`config.mk`:
```
export PLATFORM = sky130hd
export DESIGN_NAME = bsq_sequencer
export DESIGN_NICKNAME = d
export VERILOG_FILES = /design/src/hdl/bsq_pkg.sv /design/src/hdl/bsq_addr_gen.sv /design/src/hdl/bsq_sequencer.sv
export SDC_FILE = /design/constraint.sdc
export NUM_CORES = 1
export LEC_CHECK = 0
export BUFFER_PORTS_ARGS = -buffer_cell sky130_fd_sc_hd__buf_2
export CAP_MARGIN = 20
export CORE_MARGIN = 2
export CORE_UTILIZATION = 53
export CTS_BUF_LIST = sky130_fd_sc_hd__clkbuf_16
export CTS_CLUSTER_SIZE = 40
export DETAILED_ROUTE_END_ITERATION = 8
export PLACE_DENSITY = 0.79
export SLEW_MARGIN = 25
export SYNTH_ARGS = -nofsm -noshare
export SYNTH_HDL_FRONTEND = slang
export SYNTH_HIERARCHICAL = 1
export SYNTH_SLANG_ARGS = --single-unit
```
`constraint.sdc`:
```
create_clock -name pclk -period 3.85 [get_ports pclk]
set_input_delay 0.5775 -clock pclk [delete_from_list [all_inputs] [get_ports pclk]]
set_output_delay 0.5775 -clock pclk [all_outputs]
set_load 0.01 [all_outputs]
```
`src/hdl/bsq_pkg.sv`:
```
package bsq_pkg;

  // ----------------------------------------
  // widths
  // ----------------------------------------
  localparam int ADDR_W = 16;
  localparam int PADDR_W = 8;

  // ----------------------------------------
  // register offsets
  // ----------------------------------------
  localparam logic [PADDR_W-1:0] OFF_RCFG = 8'h00;
  localparam logic [PADDR_W-1:0] OFF_CTRL = 8'h04;
  localparam logic [PADDR_W-1:0] OFF_STAT = 8'h08;

  // ----------------------------------------
  // reset values and masks
  // ----------------------------------------
  localparam logic [15:0] RCFG_RESET = 16'hbfcf;
  localparam logic [15:0] RCFG_WMASK = 16'hbfcf;
  localparam logic CTRL_RESET = 1'h1;
  localparam logic HOLD_OFF_RESET = 1'h1;

  // ----------------------------------------
  // field positions
  // ----------------------------------------
  localparam int CTRL_ARRAY_BIT = 0;
  localparam int STAT_STATE_LSB = 0;
  localparam int STAT_DELAY_BIT = 4;
  localparam int STAT_WORD_LSB = 8;

  // ----------------------------------------
  // burst codes and boundaries
  // ----------------------------------------
  localparam logic [2:0] BL_4 = 3'h1;
  localparam logic [2:0] BL_8 = 3'h2;
  localparam logic [2:0] BL_16 = 3'h3;
  localparam logic [2:0] BL_CONT = 3'h7;
  localparam logic [1:0] GROUP_LAST = 2'h3;
  localparam logic [3:0] ROW_LAST = 4'hf;

  // ----------------------------------------
  // types
  // ----------------------------------------
  typedef struct packed {
    logic read_mode_select;
    logic rsv14;
    logic [2:0] first_access_latency;
    logic hold_off_polarity;
    logic data_hold_select;
    logic hold_off_timing;
    logic burst_order_select;
    logic clock_edge_select;
    logic rsv5;
    logic rsv4;
    logic wrap_disable;
    logic [2:0] burst_length_code;
  } bsq_rcfg_t;

  typedef struct packed {
    logic link_clk;
    logic chip_enable_n;
    logic address_valid_n;
    logic write_en_n;
    logic [ADDR_W-1:0] addr;
  } bsq_link_t;

  typedef enum logic [2:0] {
    ST_IDLE = 3'b000,
    ST_LAT = 3'b001,
    ST_DATA = 3'b010,
    ST_DELAY = 3'b011
  } bsq_state_t;

  // ----------------------------------------
  // functions
  // ----------------------------------------
  function automatic logic [4:0] burst_words(input logic [2:0] code);
    if (code == BL_4) return 5'h04;
    else if (code == BL_8) return 5'h08;
    else if (code == BL_16) return 5'h10;
    else return 5'h00;
  endfunction

  function automatic logic [3:0] wrap_mask(input logic [2:0] code);
    if (code == BL_4) return 4'h3;
    else if (code == BL_8) return 4'h7;
    else if (code == BL_16) return 4'hf;
    else return 4'h0;
  endfunction

  function automatic logic [2:0] row_delay(input logic [2:0] lat,
                                          input logic [1:0] s);
    logic [3:0] t;
    t = {1'h0, lat} + {2'h0, s} - {2'h0, GROUP_LAST} - 4'h1;
    if (t[3] || t == 4'h0) return 3'h1;
    else return t[2:0];
  endfunction

endpackage

```
`src/hdl/bsq_addr_gen.sv`:
```
`timescale 1ns/1ps
module bsq_addr_gen (
  // clock and reset
  input wire logic pclk,
  input wire logic presetn,
  // control
  input wire logic load,
  input wire logic advance,
  input wire logic [bsq_pkg::ADDR_W-1:0] start_addr,
  input wire logic [2:0] length_code,
  input wire logic wrap_disable,
  // burst address
  output logic [bsq_pkg::ADDR_W-1:0] word_addr
);
  localparam logic [bsq_pkg::ADDR_W-1:0] ONE = 16'h0001;

  logic [bsq_pkg::ADDR_W-1:0] next_word_addr;
  logic [bsq_pkg::ADDR_W-1:0] inc;
  logic [3:0] mask;
  logic linear;

  // ----------------------------------------
  // address order
  // ----------------------------------------
  always_comb begin
    mask = bsq_pkg::wrap_mask(length_code);
    inc = word_addr + ONE;
    linear = wrap_disable || length_code == bsq_pkg::BL_CONT;
    next_word_addr = word_addr;
    if (load) begin
      next_word_addr = start_addr;
    end else if (advance) begin
      if (linear) begin
        next_word_addr = inc;
      end else begin
        next_word_addr = {word_addr[bsq_pkg::ADDR_W-1:4],
                          (word_addr[3:0] & ~mask) | (inc[3:0] & mask)};
      end
    end
  end

  always_ff @(posedge pclk or negedge presetn) begin
    if (!presetn) begin
      word_addr <= 16'h0000;
    end else begin
      word_addr <= next_word_addr;
    end
  end
endmodule

```
`src/hdl/bsq_sequencer.sv`:
```
`timescale 1ns/1ps
// Functional notes
// - hold-off pin is active low when polarity bit is 0, high when 1
// - hold-off deasserted only while the bus word is ready and valid
// - synchronous array reads: hold-off follows data validity word by word
// - synchronous non-array reads keep hold-off asserted throughout
// - asynchronous read mode keeps hold-off asserted
// - hold-off asserted during writes; output enable has no effect
// - data-hold bit gives one- or two-clock data cycles
// - timing bit: hold-off during delay or one data cycle before
// - no boundary delay for 4-word aligned start in linear bursts
// - misaligned start: one delay at most, only on 16-word crossing
// - start on last word of group gives delay of latency minus one
// - codes 1,2,3 give 4,8,16 words; wrap in group or linear
// - continuous bursts increment linearly to end of space
// - latency code sets clocks from strobe release to first word
// - clock-edge bit picks rising or falling link clock edge
// - status, query, identifier reads are single words, never bursts
module bsq_sequencer (
  // clock and reset
  input wire logic pclk,
  input wire logic presetn,
  // apb slave
  input wire logic psel,
  input wire logic penable,
  input wire logic pwrite,
  input wire logic [bsq_pkg::PADDR_W-1:0] paddr,
  input wire logic [31:0] pwdata,
  output logic [31:0] prdata,
  output logic pready,
  output logic pslverr,
  // link from the controller
  input wire bsq_pkg::bsq_link_t link,
  // hold-off pin
  output logic hold_off,
  output logic hold_off_oe,
  // array side
  output logic [bsq_pkg::ADDR_W-1:0] array_addr,
  output logic word_valid
);

  // ----------------------------------------
  // declarations
  // ----------------------------------------
  bsq_pkg::bsq_rcfg_t rcfg;
  bsq_pkg::bsq_rcfg_t next_rcfg;
  logic array_mode;
  logic next_array_mode;
  logic [31:0] next_prdata;
  logic next_pready;
  logic next_pslverr;

  bsq_pkg::bsq_state_t st;
  bsq_pkg::bsq_state_t next_st;
  logic [2:0] lat_cnt;
  logic [2:0] next_lat_cnt;
  logic hold_cnt;
  logic next_hold_cnt;
  logic [4:0] word_cnt;
  logic [4:0] next_word_cnt;
  logic delay_used;
  logic next_delay_used;
  logic armed;
  logic next_armed;
  logic single;
  logic next_single;
  logic clk_prev;
  logic [bsq_pkg::ADDR_W-1:0] start_addr;
  logic [bsq_pkg::ADDR_W-1:0] next_start_addr;
  logic next_hold_off;
  logic next_hold_off_oe;
  logic next_word_valid;

  logic tick;
  logic gen_load;
  logic gen_adv;
  logic linear;
  logic row_end_condition;
  logic last_word;
  logic early;
  logic valid;
  logic pol;
  logic read_async;
  logic [4:0] blen;
  logic [2:0] lat_less_one;

  assign pol = rcfg.hold_off_polarity;
  assign read_async = rcfg.read_mode_select;
  assign lat_less_one = rcfg.first_access_latency - 3'h1;

  // ----------------------------------------
  // apb registers
  // ----------------------------------------
  always_comb begin
    next_rcfg = rcfg;
    next_array_mode = array_mode;
    next_pready = psel && !penable;
    next_pslverr = 1'h0;
    next_prdata = prdata;
    if (psel && !penable) begin
      next_prdata = 32'h0000_0000;
      if (paddr == bsq_pkg::OFF_RCFG) begin
        next_prdata[15:0] = rcfg;
      end else if (paddr == bsq_pkg::OFF_CTRL) begin
        next_prdata[bsq_pkg::CTRL_ARRAY_BIT] = array_mode;
      end else if (paddr == bsq_pkg::OFF_STAT) begin
        next_prdata[bsq_pkg::STAT_STATE_LSB +: 3] = st;
        next_prdata[bsq_pkg::STAT_DELAY_BIT] = delay_used;
        next_prdata[bsq_pkg::STAT_WORD_LSB +: 5] = word_cnt;
      end else begin
        next_pslverr = 1'h1;
      end
    end
    if (psel && penable && pready && pwrite) begin
      if (paddr == bsq_pkg::OFF_RCFG) begin
        next_rcfg = pwdata[15:0] & bsq_pkg::RCFG_WMASK;
      end else if (paddr == bsq_pkg::OFF_CTRL) begin
        next_array_mode = pwdata[bsq_pkg::CTRL_ARRAY_BIT];
      end
    end
  end

  always_ff @(posedge pclk or negedge presetn) begin
    if (!presetn) begin
      rcfg <= bsq_pkg::RCFG_RESET;
      array_mode <= bsq_pkg::CTRL_RESET;
      prdata <= 32'h0000_0000;
      pready <= 1'h0;
      pslverr <= 1'h0;
    end else begin
      rcfg <= next_rcfg;
      array_mode <= next_array_mode;
      prdata <= next_prdata;
      pready <= next_pready;
      pslverr <= next_pslverr;
    end
  end

  // ----------------------------------------
  // burst sequencer
  // ----------------------------------------
  always_comb begin
    tick = rcfg.clock_edge_select ? (link.link_clk && !clk_prev)
                                  : (!link.link_clk && clk_prev);
    blen = bsq_pkg::burst_words(rcfg.burst_length_code);
    linear = rcfg.wrap_disable ||
             rcfg.burst_length_code == bsq_pkg::BL_CONT;
    row_end_condition = linear && !delay_used &&
                        start_addr[1:0] != 2'h0 &&
                        array_addr[3:0] == bsq_pkg::ROW_LAST;
    last_word = single || (blen != 5'h00 && word_cnt == blen - 5'h01) ||
                (blen == 5'h00 && &array_addr);
    early = rcfg.hold_off_timing && st == bsq_pkg::ST_DATA &&
            row_end_condition && !last_word;
    next_st = st;
    next_lat_cnt = lat_cnt;
    next_hold_cnt = hold_cnt;
    next_word_cnt = word_cnt;
    next_delay_used = delay_used;
    next_armed = armed;
    next_single = single;
    next_start_addr = start_addr;
    gen_load = 1'h0;
    gen_adv = 1'h0;
    if (link.chip_enable_n) begin
      next_st = bsq_pkg::ST_IDLE;
      next_armed = 1'h0;
    end else if (tick) begin
      if (!link.address_valid_n) begin
        next_armed = 1'h1;
        next_start_addr = link.addr;
        next_st = bsq_pkg::ST_IDLE;
      end else if (armed) begin
        next_armed = 1'h0;
        if (link.write_en_n && !read_async) begin
          next_st = bsq_pkg::ST_LAT;
          next_lat_cnt = rcfg.first_access_latency;
          next_single = !array_mode;
          next_delay_used = 1'h0;
          next_word_cnt = 5'h00;
          gen_load = 1'h1;
        end
      end else begin
        case (st)
          bsq_pkg::ST_LAT, bsq_pkg::ST_DELAY: begin
            if (lat_cnt <= 3'h1) begin
              next_st = bsq_pkg::ST_DATA;
              next_hold_cnt = rcfg.data_hold_select;
            end else begin
              next_lat_cnt = lat_cnt - 3'h1;
            end
          end
          bsq_pkg::ST_DATA: begin
            if (hold_cnt) begin
              next_hold_cnt = 1'h0;
            end else if (last_word) begin
              next_st = bsq_pkg::ST_IDLE;
            end else begin
              gen_adv = 1'h1;
              next_word_cnt = word_cnt + 5'h01;
              next_hold_cnt = rcfg.data_hold_select;
              if (row_end_condition) begin
                next_st = bsq_pkg::ST_DELAY;
                next_delay_used = 1'h1;
                next_lat_cnt = bsq_pkg::row_delay(
                  rcfg.first_access_latency, start_addr[1:0]);
              end
            end
          end
          default: begin
            next_st = bsq_pkg::ST_IDLE;
          end
        endcase
      end
    end
    valid = st == bsq_pkg::ST_DATA && !single && array_mode &&
            !read_async && link.write_en_n && !early;
    next_hold_off = pol ? !valid : valid;
    next_hold_off_oe = !link.chip_enable_n;
    next_word_valid = st == bsq_pkg::ST_DATA;
  end

  always_ff @(posedge pclk or negedge presetn) begin
    if (!presetn) begin
      st <= bsq_pkg::ST_IDLE;
      lat_cnt <= 3'h0;
      hold_cnt <= 1'h0;
      word_cnt <= 5'h00;
      delay_used <= 1'h0;
      armed <= 1'h0;
      single <= 1'h0;
      clk_prev <= 1'h0;
      start_addr <= 16'h0000;
      hold_off <= bsq_pkg::HOLD_OFF_RESET;
      hold_off_oe <= 1'h0;
      word_valid <= 1'h0;
    end else begin
      st <= next_st;
      lat_cnt <= next_lat_cnt;
      hold_cnt <= next_hold_cnt;
      word_cnt <= next_word_cnt;
      delay_used <= next_delay_used;
      armed <= next_armed;
      single <= next_single;
      clk_prev <= link.link_clk;
      start_addr <= next_start_addr;
      hold_off <= next_hold_off;
      hold_off_oe <= next_hold_off_oe;
      word_valid <= next_word_valid;
    end
  end

  // ----------------------------------------
  // address generator
  // ----------------------------------------
  bsq_addr_gen u_addr (
    .pclk(pclk),
    .presetn(presetn),
    .load(gen_load),
    .advance(gen_adv),
    .start_addr(start_addr),
    .length_code(rcfg.burst_length_code),
    .wrap_disable(rcfg.wrap_disable),
    .word_addr(array_addr)
  );
endmodule

```
# == Yosys cells after proc, flatten, opt, wreduce, memory -nomap -nowiden ==
# Cells that the tools add are included.
# word_totals
in_bits,65
regBits,83
output_inout_bits,53
elab_cells,201
# op_classes
add_sub_neg,7
n_reduce_logical,59
bitwise_logic,8
n_mux,76
magnitude_cmp,1
eq_ne,23
# ops
operator,count
3-bit 2-to-1 mux,20
5-bit 2-to-1 mux,11
16-bit 2-to-1 mux,3
1-bit 2-to-1 mux,35
1-bit logical AND,20
16-bit by 1-bit adder with 16-bit output (second input constant),1
16-bit AND reduction,1
2-bit nonzero test,7
3-bit by 2-bit equality test with 1-bit output (second input constant),4
4-bit 2-to-1 mux,3
3-bit one-hot mux with 2 select lines,2
1-bit logical NOT,11
5-bit inequality test (second input constant),2
5-bit AND reduction,2
3-bit inequality test (second input constant),3
9-bit AND reduction,1
4-bit AND,2
8-bit by 3-bit equality test with 1-bit output (second input constant),1
8-bit by 4-bit equality test with 1-bit output (second input constant),1
8-bit logical NOT,1
8-bit AND reduction,1
7-bit AND reduction,1
3-bit by 1-bit equality test with 1-bit output (second input constant),2
6-bit by 4-bit inequality test with 1-bit output (second input constant),1
28 further kinds,38

# == Longest topological paths before layout ==
# logic_depth
depth_word,18
depth_mapped,13
mapped_depth_nobuf,12

# == Modules after synthesis ==
# The synthesis kept the hierarchy.
# by_module_without_submodules
mod,seq_area_each_um2,area_per_inst_um2,instances,cells_each
bsq_sequencer,1620.3,3295.7,1,313
bsq_addr_gen,400.4,1026.0,1,117

# == Worst setup path before layout ==
# No wires, ideal clock.
# synth_timing
path_type,register -> register
from,register rcfg[1] in the netlist's numbering
to,register u_addr/word_addr[14] in the netlist's numbering
synth_period_minus_slack_ps,3134
path_stages_with_launch,13
setup_time_ps,82
t_required_ps,3768
n_path_buf,0
setup_slack_ps,716
t_arrival_ps,3052
path_cell_list,dfstp_2 -> or2b_1 -> a21o_1 -> ha_1 -> xnor2_1 -> nor3_1 -> o31ai_4 -> nand3b_1 -> and4b_1 -> nand4_1 -> nand2b_4 -> or4_1 -> a31oi_1
# synth_via
elab_chain_len,18
elab_cells_between_ends,26
cone_classes,add/sub: 1; eq/ne: 5; mux: 10; reduce/logical: 10
# synth_lines
item,line,rtl
"start, declared",bsq_sequencer.sv:45,bsq_pkg::bsq_rcfg_t rcfg;
"start signal, assigned",bsq_sequencer.sv:125,rcfg <= bsq_pkg::RCFG_RESET;
"start signal, assigned",bsq_sequencer.sv:131,rcfg <= next_rcfg;
3-bit by 2-bit equality test with 1-bit output,bsq_pkg.sv:81,else if (code == BL_16) return 5'h10;
5-bit 2-to-1 mux,bsq_pkg.sv:81,
5-bit 2-to-1 mux,bsq_pkg.sv:80,else if (code == BL_8) return 5'h08;
5-bit 2-to-1 mux *,bsq_pkg.sv:79,if (code == BL_4) return 5'h04;
5-bit by 1-bit subtractor with 5-bit output,bsq_sequencer.sv:151,last_word = single || (blen != 5'h00 && word_cnt == blen - 5'h01) ||
5-bit equality test,bsq_sequencer.sv:151,
1-bit logical AND,bsq_sequencer.sv:151,
1-bit logical OR,bsq_sequencer.sv:151,
[3 not listed],-,
1-bit 2-to-1 mux *,bsq_sequencer.sv:184,case (st)
1-bit 2-to-1 mux *,bsq_sequencer.sv:173,end else if (armed) begin
1-bit 2-to-1 mux *,bsq_sequencer.sv:169,if (!link.address_valid_n) begin
1-bit 2-to-1 mux *,bsq_sequencer.sv:168,end else if (tick) begin
1-bit 2-to-1 mux *,bsq_sequencer.sv:165,if (link.chip_enable_n) begin
via gen_adv,bsq_sequencer.sv:76,logic gen_adv;
2-bit nonzero test (no line) *,-,
2-bit AND reduction (no line) *,-,
"end signal, assigned",bsq_addr_gen.sv:46,word_addr <= next_word_addr;
"end, declared",bsq_addr_gen.sv:13,output logic [bsq_pkg::ADDR_W-1:0] word_addr
# The timed path passes the listed nets; every way through them passes the cells marked *.
# A chain may end at the register's enable or synchronous reset.

# == Final worst setup path ==
# Ends and elaborated chain as after synthesis.

==> impl_metrics.ini <==
[routing]
antenna_left = 0
via_per_inst = 5.84
wl_per_cell_um = 16.0
drt_iter0_drc = 289
remaining_drc_errors = 0
drtPass1Iterations = 5
vias = 3616
totalWireLength_um = 9900

[critical_path]
ff2ff_path_depth = 12
reg2reg_to = u_addr/word_addr[14]
r2r_start = rcfg[1]
regToRegSetupSlack_ns = 0.34
worst-setup-path-type = reg -> reg
crit_chain = or2b_1 -> a21o_1 -> ha_1 -> xnor2_1 -> nor3_1 -> o31ai_4 -> nand3b_1 -> and4b_1 -> nand4_1 -> nand2b_4 -> or4_1 -> a31oi_1
crit_required_ns = 4.11
cp-end-kind = flop
critPathSlowestCell = dfstp_2
path_max_fanout = 13
slowest_delay_ns = 0.65
critical_path.startpoint_type = flop
cp.arrival_ns = 3.77

[floorplan]
rows = 32
coreArea_sq_mm = 0.00781
dieHeight_um = 94.3
dieArea_sq_mm = 0.00889
initial_utilization_pct = 55.4
boundaryPins = 118
die_w_um = 94.3

[global_routing]
grt-ovfl-total = 0
antenna_found_initial = 0
grt_pass1_wl_um = 16100
grt_start_max_net_pins = 81
grt_pass1_vias = 3377
grt.total_usage_pct = 23.3

[final_layout]
seqCellArea_sq_mm = 0.00202
nets = 585
drive_gt1_share_pct = 30.6
multi_input_area_sq_mm = 0.00211
utilization_pct = 64.7
syn_to_final_growth_pct = 16.8
antenna_cells = 0
fill_cells = 626
final_cell_area_sq_mm = 0.00505

[synthesis]
synth_enable_flop_cells = 0
synth_area_leaders = dfrtp_1 38%, dfstp_2 9.1%, mux2_2 7.8%, nand2_1 4.3%, o21ai_0 3.2%
synth_top_area_share_pct = 37.6
ys_seq_area_share_pct = 46.8
synth_area_sq_mm = 0.00432
yosys.area.top_type = dfrtp_1
yosysWarnings = 6
avgSynthCellArea_sq_um = 10.1
yosysMostFrequentCell = dfrtp_1
synthArstFlopShare_pct = 100
synth_cell_types = 63
synth_ff_type = dfrtp_1
synthCells = 430
ys_ff_latch = 80
synth_common_cells = 65 x dfrtp_1, 50 x nand2_1, 30 x mux2_2

[sta]
setup_violations = 0
relSlewSlack_pct = 37.8
fin_crit_ns = 3.51
rsz0062_at_grt = no
max_freq_ghz = 0.285
setup-tns-final_ns = 0
drv_slew = 0
skew_ns = 0.00722
worst_slack_ns = 0.340
timing.final.crit_share_pct = 91.2
final_hold_viol_count = 0
tightest_slew_ns = 0.926

[clocking]
cts.hold.buffers_added = 0
clk_pin_slew_ns = 0.07
cts_tree = built
htreeDepth = 3
numCtsBuffers = 9
post_cts_buffers = 0
post_cts_resized = 0
clk_latency_ns = 0.34
cts_root_buf = clkbuf_16
cts_sinks = 80
clockBufferDepth = 2

[pwr]
vdd_drop_max_mv = 0.200
p_total_uw = 2030
powerDensity_mw_per_mm2 = 401
p_leak_uw = 0.00230

[status]
status = completed

[placed_design]
placed_area_sq_mm = 0.00476
dp_hpwl_um = 6970
pre_cts_ws_ns = 0.410
gp_congestion = 0.938
numPortBuffers = 80

[worst_hold_path]
min_path_type = in -> async

[job]
drv_cap = 0
==> registers in the layout, indices dropped and copies added (netlist names), 2 cells and up, named ones only <==
| name | flops |
|---|---|
| prdata | 14 |
| start_addr | 16 |
| u_addr/word_addr | 13 |
| lat_cnt | 3 |
| rcfg | 11 |
| st | 2 |
| word_cnt | 5 |
==> placed cells by master, fill, tap and decap left out, types with 3 or more instances in the layout <==
cell / synthesis / final
buf_2: 4 / 79
dfrtp_1: 65 / 65
nand2_1: 50 / 50
mux2_2: 30 / 30
o21ai_0: 28 / 28
nand3_1: 23 / 23
nor2_1: 22 / 22
conb_1: 1 / 18
inv_1: 17 / 17
a21oi_1: 16 / 16
dfstp_2: 15 / 15
nor3_1: 9 / 9
nand4_1: 9 / 9
clkbuf_16: 0 / 9
a31oi_1: 8 / 8
or4_1: 7 / 7
a22oi_1: 7 / 7
ha_1: 7 / 7
nor4_1: 6 / 6
or3_1: 6 / 6
xnor2_1: 6 / 6
nand2b_1: 5 / 5
o31ai_1: 5 / 5
o21a_1: 4 / 4
o211ai_1: 4 / 4
inv_6: 0 / 4
buf_4: 18 / 4
nor2b_1: 3 / 3
nor4b_1: 3 / 3
xor2_1: 3 / 3
mux2i_1: 3 / 3
==> final cells by class <==
class,instances,share of cell area [%]
clock buffer,9,4.46
inverter,19,1.41
sequential,80,40.0
tap,102,2.53
timing repair buffer,84,8.65
clock inverter,7,1.19
multi-input combinational,318,41.7
==> through the flow <==
step	instances	hold slack [ns]
3_5_place_dp	603	0.450
3_3_place_gp	603	0.445
2_1_floorplan	447	0.282
4_1_cts	619	0.367
6_report	619	0.236
5_1_grt	619	0.321
==> worst max path at each step <==
stage / from / to / slack, ns / depth (start not counted)
after global placement: rcfg[1] / u_addr/word_addr[14] / 0.46 / 12
after CTS: rcfg[1] / u_addr/word_addr[14] / 0.36 / 12
after floorplan: rcfg[1] / u_addr/word_addr[14] / 0.72 / 12
after detailed placement: rcfg[1] / u_addr/word_addr[14] / 0.41 / 12
after global routing: rcfg[1] / u_addr/word_addr[8] / 0.07 / 12
final: rcfg[1] / u_addr/word_addr[14] / 0.34 / 12
==> metal layers <==
layer	GRT usage (%)	vias to the layer above	part of all wire [%]	wire length, um
met4	7.37	0	1.3	129
li1	-	1702	-	-
met2	38.8	140	50	4930
met1	30.9	1759	42	4180
met5	0	-	0	0
met3	4.57	15	6.6	656
==> power by group <==
| group | total [uW] | switching [uW] | internal [uW] |
|---|---|---|---|
| clock | 819 | 369 | 450 |
| combinational | 231 | 118 | 112 |
| sequential | 977 | 69.8 | 908 |
| total | 2030 | 557 | 1470 |
==> kinds of logic after synthesis <==
group	Yosys count	share of synthesized area, %
adders and majority gates	8	2.49
xor gates and xnor gates	9	1.82
other	1	0.0868
DFF	80	46.8
and+or+nand+nor	159	20.1
muxes	34	8.77
AOI/OAI and AO/OA	90	14.1
buffers and inverters	49	5.94
==> critical path, delay by kind of cell, from the launching register on <==
family	cells	cell delay, ns
XOR/XNOR	1	0.13
adder cells (fa/ha/maj)	1	0.29
AND/OR/NAND/NOR	7	1.92
flip-flops	1	0.65
AO/OA/AOI/OAI	3	0.43
No activity file was read; power rests on OpenSTA's default activity.
